`config.mk`:
```
export PLATFORM = sky130hd
export DESIGN_NAME = pfs_supervisor
export DESIGN_NICKNAME = d
export VERILOG_FILES = /design/src/pfs_pkg.sv /design/src/pfs_debounce.sv /design/src/pfs_supervisor.sv
export SDC_FILE = /design/constraint.sdc
export NUM_CORES = 1
export LEC_CHECK = 0
export BUFFER_PORTS_ARGS = -buffer_cell sky130_fd_sc_hd__buf_2
export CAP_MARGIN = 25
export CORE_MARGIN = 10
export CORE_UTILIZATION = 45
export DETAILED_ROUTE_END_ITERATION = 16
export PLACE_DENSITY = 0.68
export RECOVER_POWER = 50
export SETUP_SLACK_MARGIN = 0.15
export SLEW_MARGIN = 30
export SYNTH_ARGS = -nofsm -noshare
export SYNTH_HDL_FRONTEND = slang
export SYNTH_HIERARCHICAL = 1
export SYNTH_SLANG_ARGS = --single-unit
```
`constraint.sdc`:
```
create_clock -name clk_sys -period 3.02 [get_ports clk_sys]
set_input_delay 0.302 -clock clk_sys [delete_from_list [all_inputs] [get_ports clk_sys]]
set_output_delay 0.302 -clock clk_sys [all_outputs]
set_load 0.03 [all_outputs]
```
`src/pfs_pkg.sv`:
```
// shared constants for the power fault supervisor
package pfs_pkg;
    // clock and debounce timing
    localparam int CLK_FREQ_KHZ     = 250_000;
    localparam int OV_DEBOUNCE_MS   = 30;
    localparam int OC_DEBOUNCE_MS   = 60;
    localparam int OV_DEBOUNCE_CYC  = OV_DEBOUNCE_MS * CLK_FREQ_KHZ;
    localparam int OC_DEBOUNCE_CYC  = OC_DEBOUNCE_MS * CLK_FREQ_KHZ;

    // measurement codes
    localparam int              MEAS_W       = 16;
    localparam logic [15:0]     FULL_SCALE_V = 16'h2710;
    localparam logic [15:0]     FULL_SCALE_I = 16'h2710;
    // trip ceiling is 110 percent of full scale
    localparam logic [15:0]     OV_TRIP_MAX  = FULL_SCALE_V + FULL_SCALE_V / 16'h000A;
    localparam logic [15:0]     OC_TRIP_MAX  = FULL_SCALE_I + FULL_SCALE_I / 16'h000A;

    // register byte addresses
    localparam logic [7:0]      ADDR_CTRL    = 8'h00;
    localparam logic [7:0]      ADDR_OVT     = 8'h04;
    localparam logic [7:0]      ADDR_OCT     = 8'h08;
    localparam logic [7:0]      ADDR_STATUS  = 8'h0C;

    // control register fields
    localparam int              CTRL_START   = 0;
    localparam int              CTRL_STOP    = 1;
    localparam int              CTRL_CLEAR   = 2;
    localparam int              CTRL_ILOCK   = 3;
    localparam int              CTRL_INT     = 4;
    localparam int              CTRL_EXT     = 5;
    localparam logic [31:0]     CTRL_RESET   = 32'h00000030;

    // fault bit positions, also status bits 5..0
    localparam int              NFAULT       = 6;
    localparam int              F_OV         = 0;
    localparam int              F_OC         = 1;
    localparam int              F_TH         = 2;
    localparam int              F_IL         = 3;
    localparam int              F_PH         = 4;
    localparam int              F_PG         = 5;
    localparam int              ST_STATE_LSB = 8;

    typedef enum logic [1:0] {
        PFS_STANDBY = 2'b00,
        PFS_POWERED = 2'b01,
        PFS_ALARM   = 2'b10
    } pfs_state_t;
endpackage : pfs_pkg

```
`src/pfs_debounce.sv`:
```
// continuous-excursion debounce timer
module pfs_debounce #(
    parameter int CYCLES = 4
) (
    // clock and reset
    input  wire logic clk_sys,
    input  wire logic rst,
    // condition in, trip out
    input  wire logic cond,
    output logic      trip
);
    localparam int CW = $clog2(CYCLES + 1);

    logic [CW-1:0] cnt_reg;
    logic          trip_reg;

    // any gap restarts the count, so only unbroken excursions trip
    always_ff @(posedge clk_sys or posedge rst) begin
        if (rst) begin
            cnt_reg <= '0;
        end else if (!cond) begin
            cnt_reg <= '0;
        end else if (cnt_reg != CW'(CYCLES)) begin
            cnt_reg <= cnt_reg + CW'(1);
        end
    end

    always_ff @(posedge clk_sys or posedge rst) begin
        if (rst) begin
            trip_reg <= 1'b0;
        end else begin
            trip_reg <= cond && (cnt_reg >= CW'(CYCLES - 1));
        end
    end

    assign trip = trip_reg;
endmodule : pfs_debounce

```
`src/pfs_supervisor.sv`:
```
// power fault supervisor: fault latching, run state and register port
//
// Contract
// - over-voltage registers only after 30 ms continuous excursion above trip setting
// - over-voltage trip setting clamps to 110 percent of full scale voltage
// - over-voltage fault opens contactor, control power stays on
// - latched over-voltage lights indicator, alarm line and status bit
// - over-voltage recovery: voltage below trip, then Clear, then Start
// - over-current registers only after 60 ms continuous excursion above trip
// - over-current trip setting clamps to 110 percent of full scale current
// - both trip settings reset to 110 percent of rating
// - over-current opens contactor, indicator, alarm line and status bit
// - over-current recovery: current below trip, then Clear, then Start
// - thermal fault opens contactor, keeps fans, refuses enables, flags alarms
// - thermal recovery: cool, Clear, Start; starting hot re-enters fault
// - enabled interlock losing its high level switches out dissipative stage
// - interlock disabled at reset, enabled by panel or remote command
// - interlock recovery: input high again, then Clear
// - phase A below 10 percent faults, opens contactor, blocks panel and external enables
// - phase loss in standby still blocks panel and external starts (a remote register Start is not blocked)
// - phase loss shows on indicator and status only, no alarm line
// - phase recovery: line back within 10 percent, Clear, Start
// - analog input over 12.5 V opens contactor and flags alarms
// - analog over-range recovery: inputs below 12.5 V, Clear, Start
// - Clear unlatches a fault only once its condition is resolved
// - Start accepted only in standby
// - Stop overrides all commands; Start during Stop does nothing (here Stop blocks Start only; Clear still acts)
//
// Design decisions made here: the register offsets and strobed register access.
module pfs_supervisor
    import pfs_pkg::*;
#(
    parameter int OV_CYCLES = OV_DEBOUNCE_CYC,
    parameter int OC_CYCLES = OC_DEBOUNCE_CYC
) (
    // clock and reset
    input  wire logic              clk_sys,
    input  wire logic              rst,
    // register port
    input  wire logic [7:0]        reg_addr,
    input  wire logic [31:0]       reg_wdata,
    input  wire logic              reg_wr,
    input  wire logic              reg_rd,
    output logic [31:0]            reg_rdata,
    // measurements and sensors
    input  wire logic [MEAS_W-1:0] v_meas,
    input  wire logic [MEAS_W-1:0] i_meas,
    input  wire logic              heatsink_thermal_fault,
    input  wire logic              safety_chain_input,
    input  wire logic              line_phase_fault,
    input  wire logic              line_within_nominal,
    input  wire logic              analog_program_overrange,
    // front panel
    input  wire logic              panel_start,
    input  wire logic              panel_stop,
    input  wire logic              panel_clear,
    input  wire logic              panel_ilock_on,
    input  wire logic              panel_ilock_off,
    // external control lines
    input  wire logic              ext_start,
    input  wire logic              ext_stop,
    input  wire logic              ext_clear,
    // power stage
    output logic                   contactor_closed,
    output logic                   dissipative_on,
    output logic                   control_power_on,
    output logic                   fan_power_on,
    // indications
    output logic [NFAULT-1:0]      fault_led,
    output logic                   alarm_overvoltage_trip,
    output logic                   alarm_overcurrent_trip,
    output logic                   alarm_heatsink_thermal_fault,
    output logic                   alarm_analog_program_overrange
);
    logic [MEAS_W-1:0] ovt_reg;
    logic [MEAS_W-1:0] oct_reg;
    logic              int_ctl_reg;
    logic              ext_ctl_reg;
    logic              ilock_en_reg;
    logic [NFAULT-1:0] fault_reg;
    logic [NFAULT-1:0] fault_next;
    pfs_state_t        state_reg;
    pfs_state_t        state_next;
    logic [31:0]       rdata_reg;
    logic              contactor_reg;
    logic              dissip_reg;
    logic              pwr_reg;
    logic [NFAULT-1:0] led_reg;
    logic [3:0]        alarm_reg;

    logic              ov_trip;
    logic              oc_trip;
    logic              wr_ctrl;
    logic              reg_start;
    logic              reg_stop;
    logic              reg_clear;
    logic              stop_active;
    logic              start_local;
    logic              start_remote;
    logic              clear_req;
    logic [NFAULT-1:0] fault_set;
    logic [NFAULT-1:0] resolved;
    logic              other_faults;

    // debounced over-limit detection
    pfs_debounce #(.CYCLES(OV_CYCLES)) u_ov_deb (
        .clk_sys (clk_sys),
        .rst     (rst),
        .cond    (v_meas > ovt_reg),
        .trip    (ov_trip)
    );

    pfs_debounce #(.CYCLES(OC_CYCLES)) u_oc_deb (
        .clk_sys (clk_sys),
        .rst     (rst),
        .cond    (i_meas > oct_reg),
        .trip    (oc_trip)
    );

    // command decode; remote commands count as external control
    assign wr_ctrl      = reg_wr && (reg_addr == ADDR_CTRL);
    assign reg_start    = wr_ctrl && reg_wdata[CTRL_START];
    assign reg_stop     = wr_ctrl && reg_wdata[CTRL_STOP];
    assign reg_clear    = wr_ctrl && reg_wdata[CTRL_CLEAR];
    assign stop_active  = (int_ctl_reg && panel_stop)
                        || (ext_ctl_reg && (ext_stop || reg_stop));
    assign start_local  = (int_ctl_reg && panel_start) || (ext_ctl_reg && ext_start);
    assign start_remote = ext_ctl_reg && reg_start;
    assign clear_req    = (int_ctl_reg && panel_clear) || (ext_ctl_reg && (ext_clear || reg_clear));

    // raw fault causes
    always_comb begin
        fault_set       = '0;
        fault_set[F_OV] = ov_trip;
        fault_set[F_OC] = oc_trip;
        fault_set[F_TH] = heatsink_thermal_fault;
        fault_set[F_IL] = ilock_en_reg && !safety_chain_input;
        fault_set[F_PH] = line_phase_fault;
        fault_set[F_PG] = analog_program_overrange;
    end

    // conditions that let a Clear through
    always_comb begin
        resolved       = '0;
        resolved[F_OV] = !(v_meas > ovt_reg);
        resolved[F_OC] = !(i_meas > oct_reg);
        resolved[F_TH] = !heatsink_thermal_fault;
        resolved[F_IL] = safety_chain_input || !ilock_en_reg;
        resolved[F_PH] = line_within_nominal;
        resolved[F_PG] = !analog_program_overrange;
    end

    // a new event wins over a Clear in the same cycle
    always_comb begin
        fault_next = fault_reg | fault_set;
        for (int i = 0; i < NFAULT; i++) begin
            if (clear_req && resolved[i] && !fault_set[i]) begin
                fault_next[i] = 1'b0;
            end
        end
    end

    assign other_faults = |(fault_next & ~(NFAULT'(1) << F_PH));

    always_comb begin
        state_next = state_reg;
        case (state_reg)
            PFS_STANDBY: begin
                if (other_faults) begin
                    state_next = PFS_ALARM;
                end else if (stop_active) begin
                    state_next = PFS_STANDBY;
                end else if (start_remote || (start_local && !fault_next[F_PH])) begin
                    state_next = PFS_POWERED;
                end
            end
            PFS_POWERED: begin
                if (|fault_next) begin
                    state_next = PFS_ALARM;
                end else if (stop_active) begin
                    state_next = PFS_STANDBY;
                end
            end
            PFS_ALARM: begin
                // starts are ignored here; leaving needs every fault cleared
                if (fault_next == '0) begin
                    state_next = PFS_STANDBY;
                end
            end
            default: begin
                state_next = PFS_ALARM;
            end
        endcase
    end

    always_ff @(posedge clk_sys or posedge rst) begin
        if (rst) begin
            fault_reg <= '0;
            state_reg <= PFS_STANDBY;
        end else begin
            fault_reg <= fault_next;
            state_reg <= state_next;
        end
    end

    // trip settings: writes above the ceiling are pinned to it
    always_ff @(posedge clk_sys or posedge rst) begin
        if (rst) begin
            ovt_reg <= OV_TRIP_MAX;
            oct_reg <= OC_TRIP_MAX;
        end else if (reg_wr) begin
            if (reg_addr == ADDR_OVT) begin
                ovt_reg <= (reg_wdata[MEAS_W-1:0] > OV_TRIP_MAX)
                         ? OV_TRIP_MAX : reg_wdata[MEAS_W-1:0];
            end
            if (reg_addr == ADDR_OCT) begin
                oct_reg <= (reg_wdata[MEAS_W-1:0] > OC_TRIP_MAX)
                         ? OC_TRIP_MAX : reg_wdata[MEAS_W-1:0];
            end
        end
    end

    // control configuration; interlock off until someone arms it
    always_ff @(posedge clk_sys or posedge rst) begin
        if (rst) begin
            ilock_en_reg <= CTRL_RESET[CTRL_ILOCK];
            int_ctl_reg  <= CTRL_RESET[CTRL_INT];
            ext_ctl_reg  <= CTRL_RESET[CTRL_EXT];
        end else if (wr_ctrl) begin
            ilock_en_reg <= reg_wdata[CTRL_ILOCK];
            int_ctl_reg  <= reg_wdata[CTRL_INT];
            ext_ctl_reg  <= reg_wdata[CTRL_EXT];
        end else if (panel_ilock_on) begin
            ilock_en_reg <= 1'b1;
        end else if (panel_ilock_off) begin
            ilock_en_reg <= 1'b0;
        end
    end

    // read data stands only in the cycle after the strobe
    always_ff @(posedge clk_sys or posedge rst) begin
        if (rst) begin
            rdata_reg <= 32'h00000000;
        end else if (reg_rd) begin
            case (reg_addr)
                ADDR_CTRL: begin
                    rdata_reg <= {26'h0000000, ext_ctl_reg, int_ctl_reg, ilock_en_reg, 3'h0};
                end
                ADDR_OVT: begin
                    rdata_reg <= {16'h0000, ovt_reg};
                end
                ADDR_OCT: begin
                    rdata_reg <= {16'h0000, oct_reg};
                end
                ADDR_STATUS: begin
                    rdata_reg <= {22'h000000, state_reg, 2'h0, fault_reg};
                end
                default: begin
                    rdata_reg <= 32'h00000000;
                end
            endcase
        end else begin
            rdata_reg <= 32'h00000000;
        end
    end

    // contactor and dissipative stage follow the next state so a fault drops them at once; control power stays on
    always_ff @(posedge clk_sys or posedge rst) begin
        if (rst) begin
            contactor_reg <= 1'b0;
            dissip_reg    <= 1'b0;
            pwr_reg       <= 1'b0;
        end else begin
            contactor_reg <= (state_next == PFS_POWERED);
            dissip_reg    <= (state_next == PFS_POWERED) && !fault_set[F_IL];
            pwr_reg       <= 1'b1;
        end
    end

    // indicators; phase loss has no alarm line of its own
    always_ff @(posedge clk_sys or posedge rst) begin
        if (rst) begin
            led_reg   <= '0;
            alarm_reg <= 4'h0;
        end else begin
            led_reg   <= fault_next;
            alarm_reg <= {fault_next[F_PG], fault_next[F_TH],
                          fault_next[F_OC], fault_next[F_OV]};
        end
    end

    assign reg_rdata                      = rdata_reg;
    assign contactor_closed               = contactor_reg;
    assign dissipative_on                 = dissip_reg;
    assign control_power_on               = pwr_reg;
    assign fan_power_on                   = pwr_reg;
    assign fault_led                      = led_reg;
    assign alarm_overvoltage_trip         = alarm_reg[0];
    assign alarm_overcurrent_trip         = alarm_reg[1];
    assign alarm_heatsink_thermal_fault   = alarm_reg[2];
    assign alarm_analog_program_overrange = alarm_reg[3];

    a_ovt_ceiling: assert property (@(posedge clk_sys) disable iff (rst)
        ovt_reg <= OV_TRIP_MAX) else $error("ov trip setting above ceiling");

    a_oct_ceiling: assert property (@(posedge clk_sys) disable iff (rst)
        oct_reg <= OC_TRIP_MAX) else $error("oc trip setting above ceiling");

    a_fault_opens: assert property (@(posedge clk_sys) disable iff (rst)
        (|fault_set && state_reg == PFS_POWERED) |=> !contactor_closed && state_reg == PFS_ALARM)
        else $error("contactor stayed closed on fault");

    a_ov_indicate: assert property (@(posedge clk_sys) disable iff (rst)
        $rose(fault_reg[F_OV]) |-> alarm_overvoltage_trip && fault_led[F_OV])
        else $error("over-voltage not indicated");

    a_phase_block: assert property (@(posedge clk_sys) disable iff (rst)
        (state_reg == PFS_STANDBY && fault_reg[F_PH] && !start_remote)
        |=> state_reg != PFS_POWERED) else $error("local start passed phase loss");

    a_alarm_nostart: assert property (@(posedge clk_sys) disable iff (rst)
        state_reg == PFS_ALARM |=> state_reg != PFS_POWERED)
        else $error("start left alarm state");

    a_stop_wins: assert property (@(posedge clk_sys) disable iff (rst)
        stop_active |=> state_reg != PFS_POWERED && !contactor_closed)
        else $error("output engaged during stop");

    a_clear_gated: assert property (@(posedge clk_sys) disable iff (rst)
        (fault_reg[F_OV] && !resolved[F_OV]) |=> fault_reg[F_OV])
        else $error("unresolved fault cleared");

    a_ilock_soft: assert property (@(posedge clk_sys) disable iff (rst)
        (ilock_en_reg && !safety_chain_input) |=> !dissipative_on && fault_led[F_IL])
        else $error("interlock loss left dissipative stage on");

    a_latch_hold: assert property (@(posedge clk_sys) disable iff (rst)
        (fault_reg[F_TH] && !clear_req) |=> fault_reg[F_TH] && fault_led[F_TH])
        else $error("thermal fault dropped without clear");
endmodule : pfs_supervisor

```
==> summary.txt <==
Power and ir drop
  – PD cells: 448.3 nW/um^2
  – Leak pwr: 3.077 nW
  – Tot Pwr: 3.210 mW
  – Peak supply drop: 0.0002641 V

Finish
  – Post-route cell area: 7161 sq um
  – Nets: 900
  – Share of cells above drive strength 1: 0.2000
  – Final core occ: 0.5179
  – Post-route insts no fill: 960
  – Syn-to-layout area delta: 13.06%
  – Max reg flops: 24
  – # diodes: 0

Drt
  – Post-route ant nets: 0
  – Post-route DRC: 0
  – Initial DRC count: 632
  – DR vias: 5400
  – Avg WL per Cell: 17.01 um
  – Drt total wl: 16330 um
  – DR vias/cell: 5.625
  – Detailed Routing Iterations Pass 1: 6

Global routing
  – Global-route wire length before repair: 27030 um
  – Tot GR Track Use: 0.1684
  – Initial antenna violation count: 0
  – Largest net degree at the start of global routing: 35
  – Vias in the first global route: 5390
  – Remaining global-route overflow: 0

Worst setup path
  – Worst Path Required: 3.23 ns
  – Reg2Reg Setup Slack: 0.33 ns
  – Critical Path Max Stage Delay: 0.55 ns
  – CP startpoint kind: register
  – Path depth of the worst reg2reg path: 8
  – WS Path Type: register to register
  – Worst R2R Start: oct_reg[5]$_DFFE_PP1P_
  – CP max FO: 5
  – Worst Setup End Kind: register
  – Crit path cell chain: inv_1 -> ha_1 -> a21oi_1 -> o21ai_0 -> a221o_1 -> or3_1 -> a21o_1 -> a2111oi_0
  – Crit-path slowest cell: dfstp_2
  – WP data arrival: 2.90 ns
  – Reg2reg end: state_reg[0]$_DFF_PP0_

Timing
  – Relative slew slack: 0.1474
  – Fin crit period: 2.685 ns
  – Worst hold slack: 0.1443 ns
  – Final Setup Violations: 0
  – Fmax: 372.4 MHz
  – Worst Tran Pin Value: 1.277 ns
  – RSZ-0062 raised after global routing: no
  – Setup TNS: 0 ns
  – Fin crit share: 0.8892
  – Final Hold Fails: 0
  – Setup Skew: 0.01159 ns
  – Setup ws final: 0.3346 ns
  – Max Transition Viols Final: 0

CTS
  – Clock root cell: clkbuf_16
  – Post-CTS setup buffers: 0
  – CTS Hold Bufs: 0
  – Longest Clk Path Bufs: 2
  – H-tree levels: 3
  – Worst skew pair latency: 0.35 ns
  – Sink Count: 111
  – CTS clk-pin slew, worst paths: 0.07 ns
  – CTS tree: built
  – Num CTS Buffers: 9

Die
  – Cell Rows: 43
  – Die Span Y: 138.6 um
  – Die ar.: 19220 sq um
  – Core area: 13830 sq um
  – Die span in x: 138.6 um
  – Starting density of the core: 0.4581
  – IO Count: 135

Min path
  – Worst hold-check path type: primary input to register
  – Hold_sp: analog_program_overrange
  – Hold depth: 2
  – Hold Path End: alarm_reg[3]$_DFF_PP0_

Yosys
  – Post-synthesis register bit count: 111
  – Synthesized area: 6334 sq um
  – Synth warn: 6
  – Post-synthesis async set-or-reset flop share: 1.000
  – Sequential cell area fraction in the yosys report: 0.4421
  – EDFF count, synth: 0
  – Post-synth top area cell: dfrtp_1
  – Mapped Cells: 683
  – Ys flop type: dfrtp_1
  – Synth unique cells: 67
  – Commonest cells in the synthesized netlist: dfrtp_1, nor2_1, nand2_1
  – Top-area cell type share of the netlist area: 0.3674
  – Syn_area_per_cell: 9.273 sq um
  – Cell with the most instances after synthesis: dfrtp_1
  – Area contributors post-synth: dfrtp_1, dfstp_2, ha_1

Placement
  – Port Buffer Count: 102
  – Cell count after placement: 944
  – DP Worst Slack: 0.3472 ns
  – Area post-placement: 6917 sq um
  – GP Congestion: 0.8526
  – Detailed Place HPWL: 12650 um

Outcome
  – Status: complete, no violations

Flow run
  – Max-Cap Viols: 0
-- placed cells by master, fill, tap and decap left out, drive strengths merged, types with 3 or more instances in the layout --
cell type and instances:
a2111oi 5, nand2b 3, nand2 54, nand4 24, a21oi 51, inv 50
clkbuf 30, ha 36, o21ai 37, and3 10, o31ai 7, nor2 58
or3 20, xnor2 9, or4 12, buf 97, nor4 9, o211ai 5
nor2b 5, dfrtp 93, nand3 29, mux2i 4, and4 4, dfstp 18
and2 3, o22ai 8, a21o 9, conb 17, a22oi 13, nor3 19
xor2 6, mux4 3
-- timing repair --
| item | 4_1_cts | 5_1_grt |
|---|---|---|
| gates resized for setup | 0 | 1 |
| setup endpoints to repair | 0 | 20 |
| hold endpoints to repair | 0 | 0 |
-- layout make-up --
| type | count | area, sq um |
|---|---|---|
| Tap cell | 180 | 225.2 |
| Fill cell | 1278 | 6666 |
| Timing Repair Buffer | 113 | 568.0 |
| Multi-Input combinational cell | 491 | 3115 |
| Clock inverter | 2 | 13.76 |
| Inverter | 49 | 183.9 |
| Sequential cell | 111 | 2800 |
| Clock buffer | 14 | 254.0 |
-- worst max path at each step --
| stage | end | from | cells after the start | slack [ns] |
|---|---|---|---|---|
| after floorplan | u_oc_deb/cnt_reg[10]$_DFFE_PP0P_ | oct_reg[7]$_DFFE_PP1P_ | 11 | 0.44 |
| after global placement | u_oc_deb/cnt_reg[3]$_DFFE_PP0P_ | oct_reg[7]$_DFFE_PP1P_ | 10 | 0.38 |
| after detailed placement | u_oc_deb/cnt_reg[4]$_DFFE_PP0P_ | oct_reg[5]$_DFFE_PP1P_ | 10 | 0.35 |
| after CTS | u_oc_deb/cnt_reg[4]$_DFFE_PP0P_ | oct_reg[7]$_DFFE_PP1P_ | 10 | 0.33 |
| after global routing | u_oc_deb/cnt_reg[3]$_DFFE_PP0P_ | oct_reg[7]$_DFFE_PP1P_ | 10 | 0.17 |
| final | state_reg[0]$_DFF_PP0_ | oct_reg[5]$_DFFE_PP1P_ | 8 | 0.33 |
-- where the power goes --
part	switching [mW]	internal (mW)
Sequential	0.0541	1.55
Combinational	0.317	0.179
Clock	0.524	0.586
-- worst max-delay path, delay by kind of cell, from the launching register on --
| kind | cells | cell delay (ns) |
|---|---|---|
| AOI/OAI and AO/OA | 5 | 1.25 |
| adders and majority gates | 1 | 0.29 |
| buffers and inverters | 1 | 0.05 |
| DFF | 1 | 0.55 |
| and+or+nand+nor | 1 | 0.42 |
-- per-layer routing --
| layer | share of wire | track usage |
|---|---|---|
| met1 | 0.44 | 0.2114 |
| met2 | 0.48 | 0.2799 |
| met3 | 0.051 | 0.02842 |
| met4 | 0.025 | 0.07194 |
| met5 | 0 | 0 |
-- cell families after synthesis --
kind of cell,synth area share
muxes,0.02054
buffers and inverters,0.07507
adders and majority gates,0.07290
and+or+nand+nor,0.2167
xor gates and xnor gates,0.02074
other,0.001186
AOI/OAI and AO/OA,0.1507
DFF,0.4421
Power figures use the tool's default switching activity.
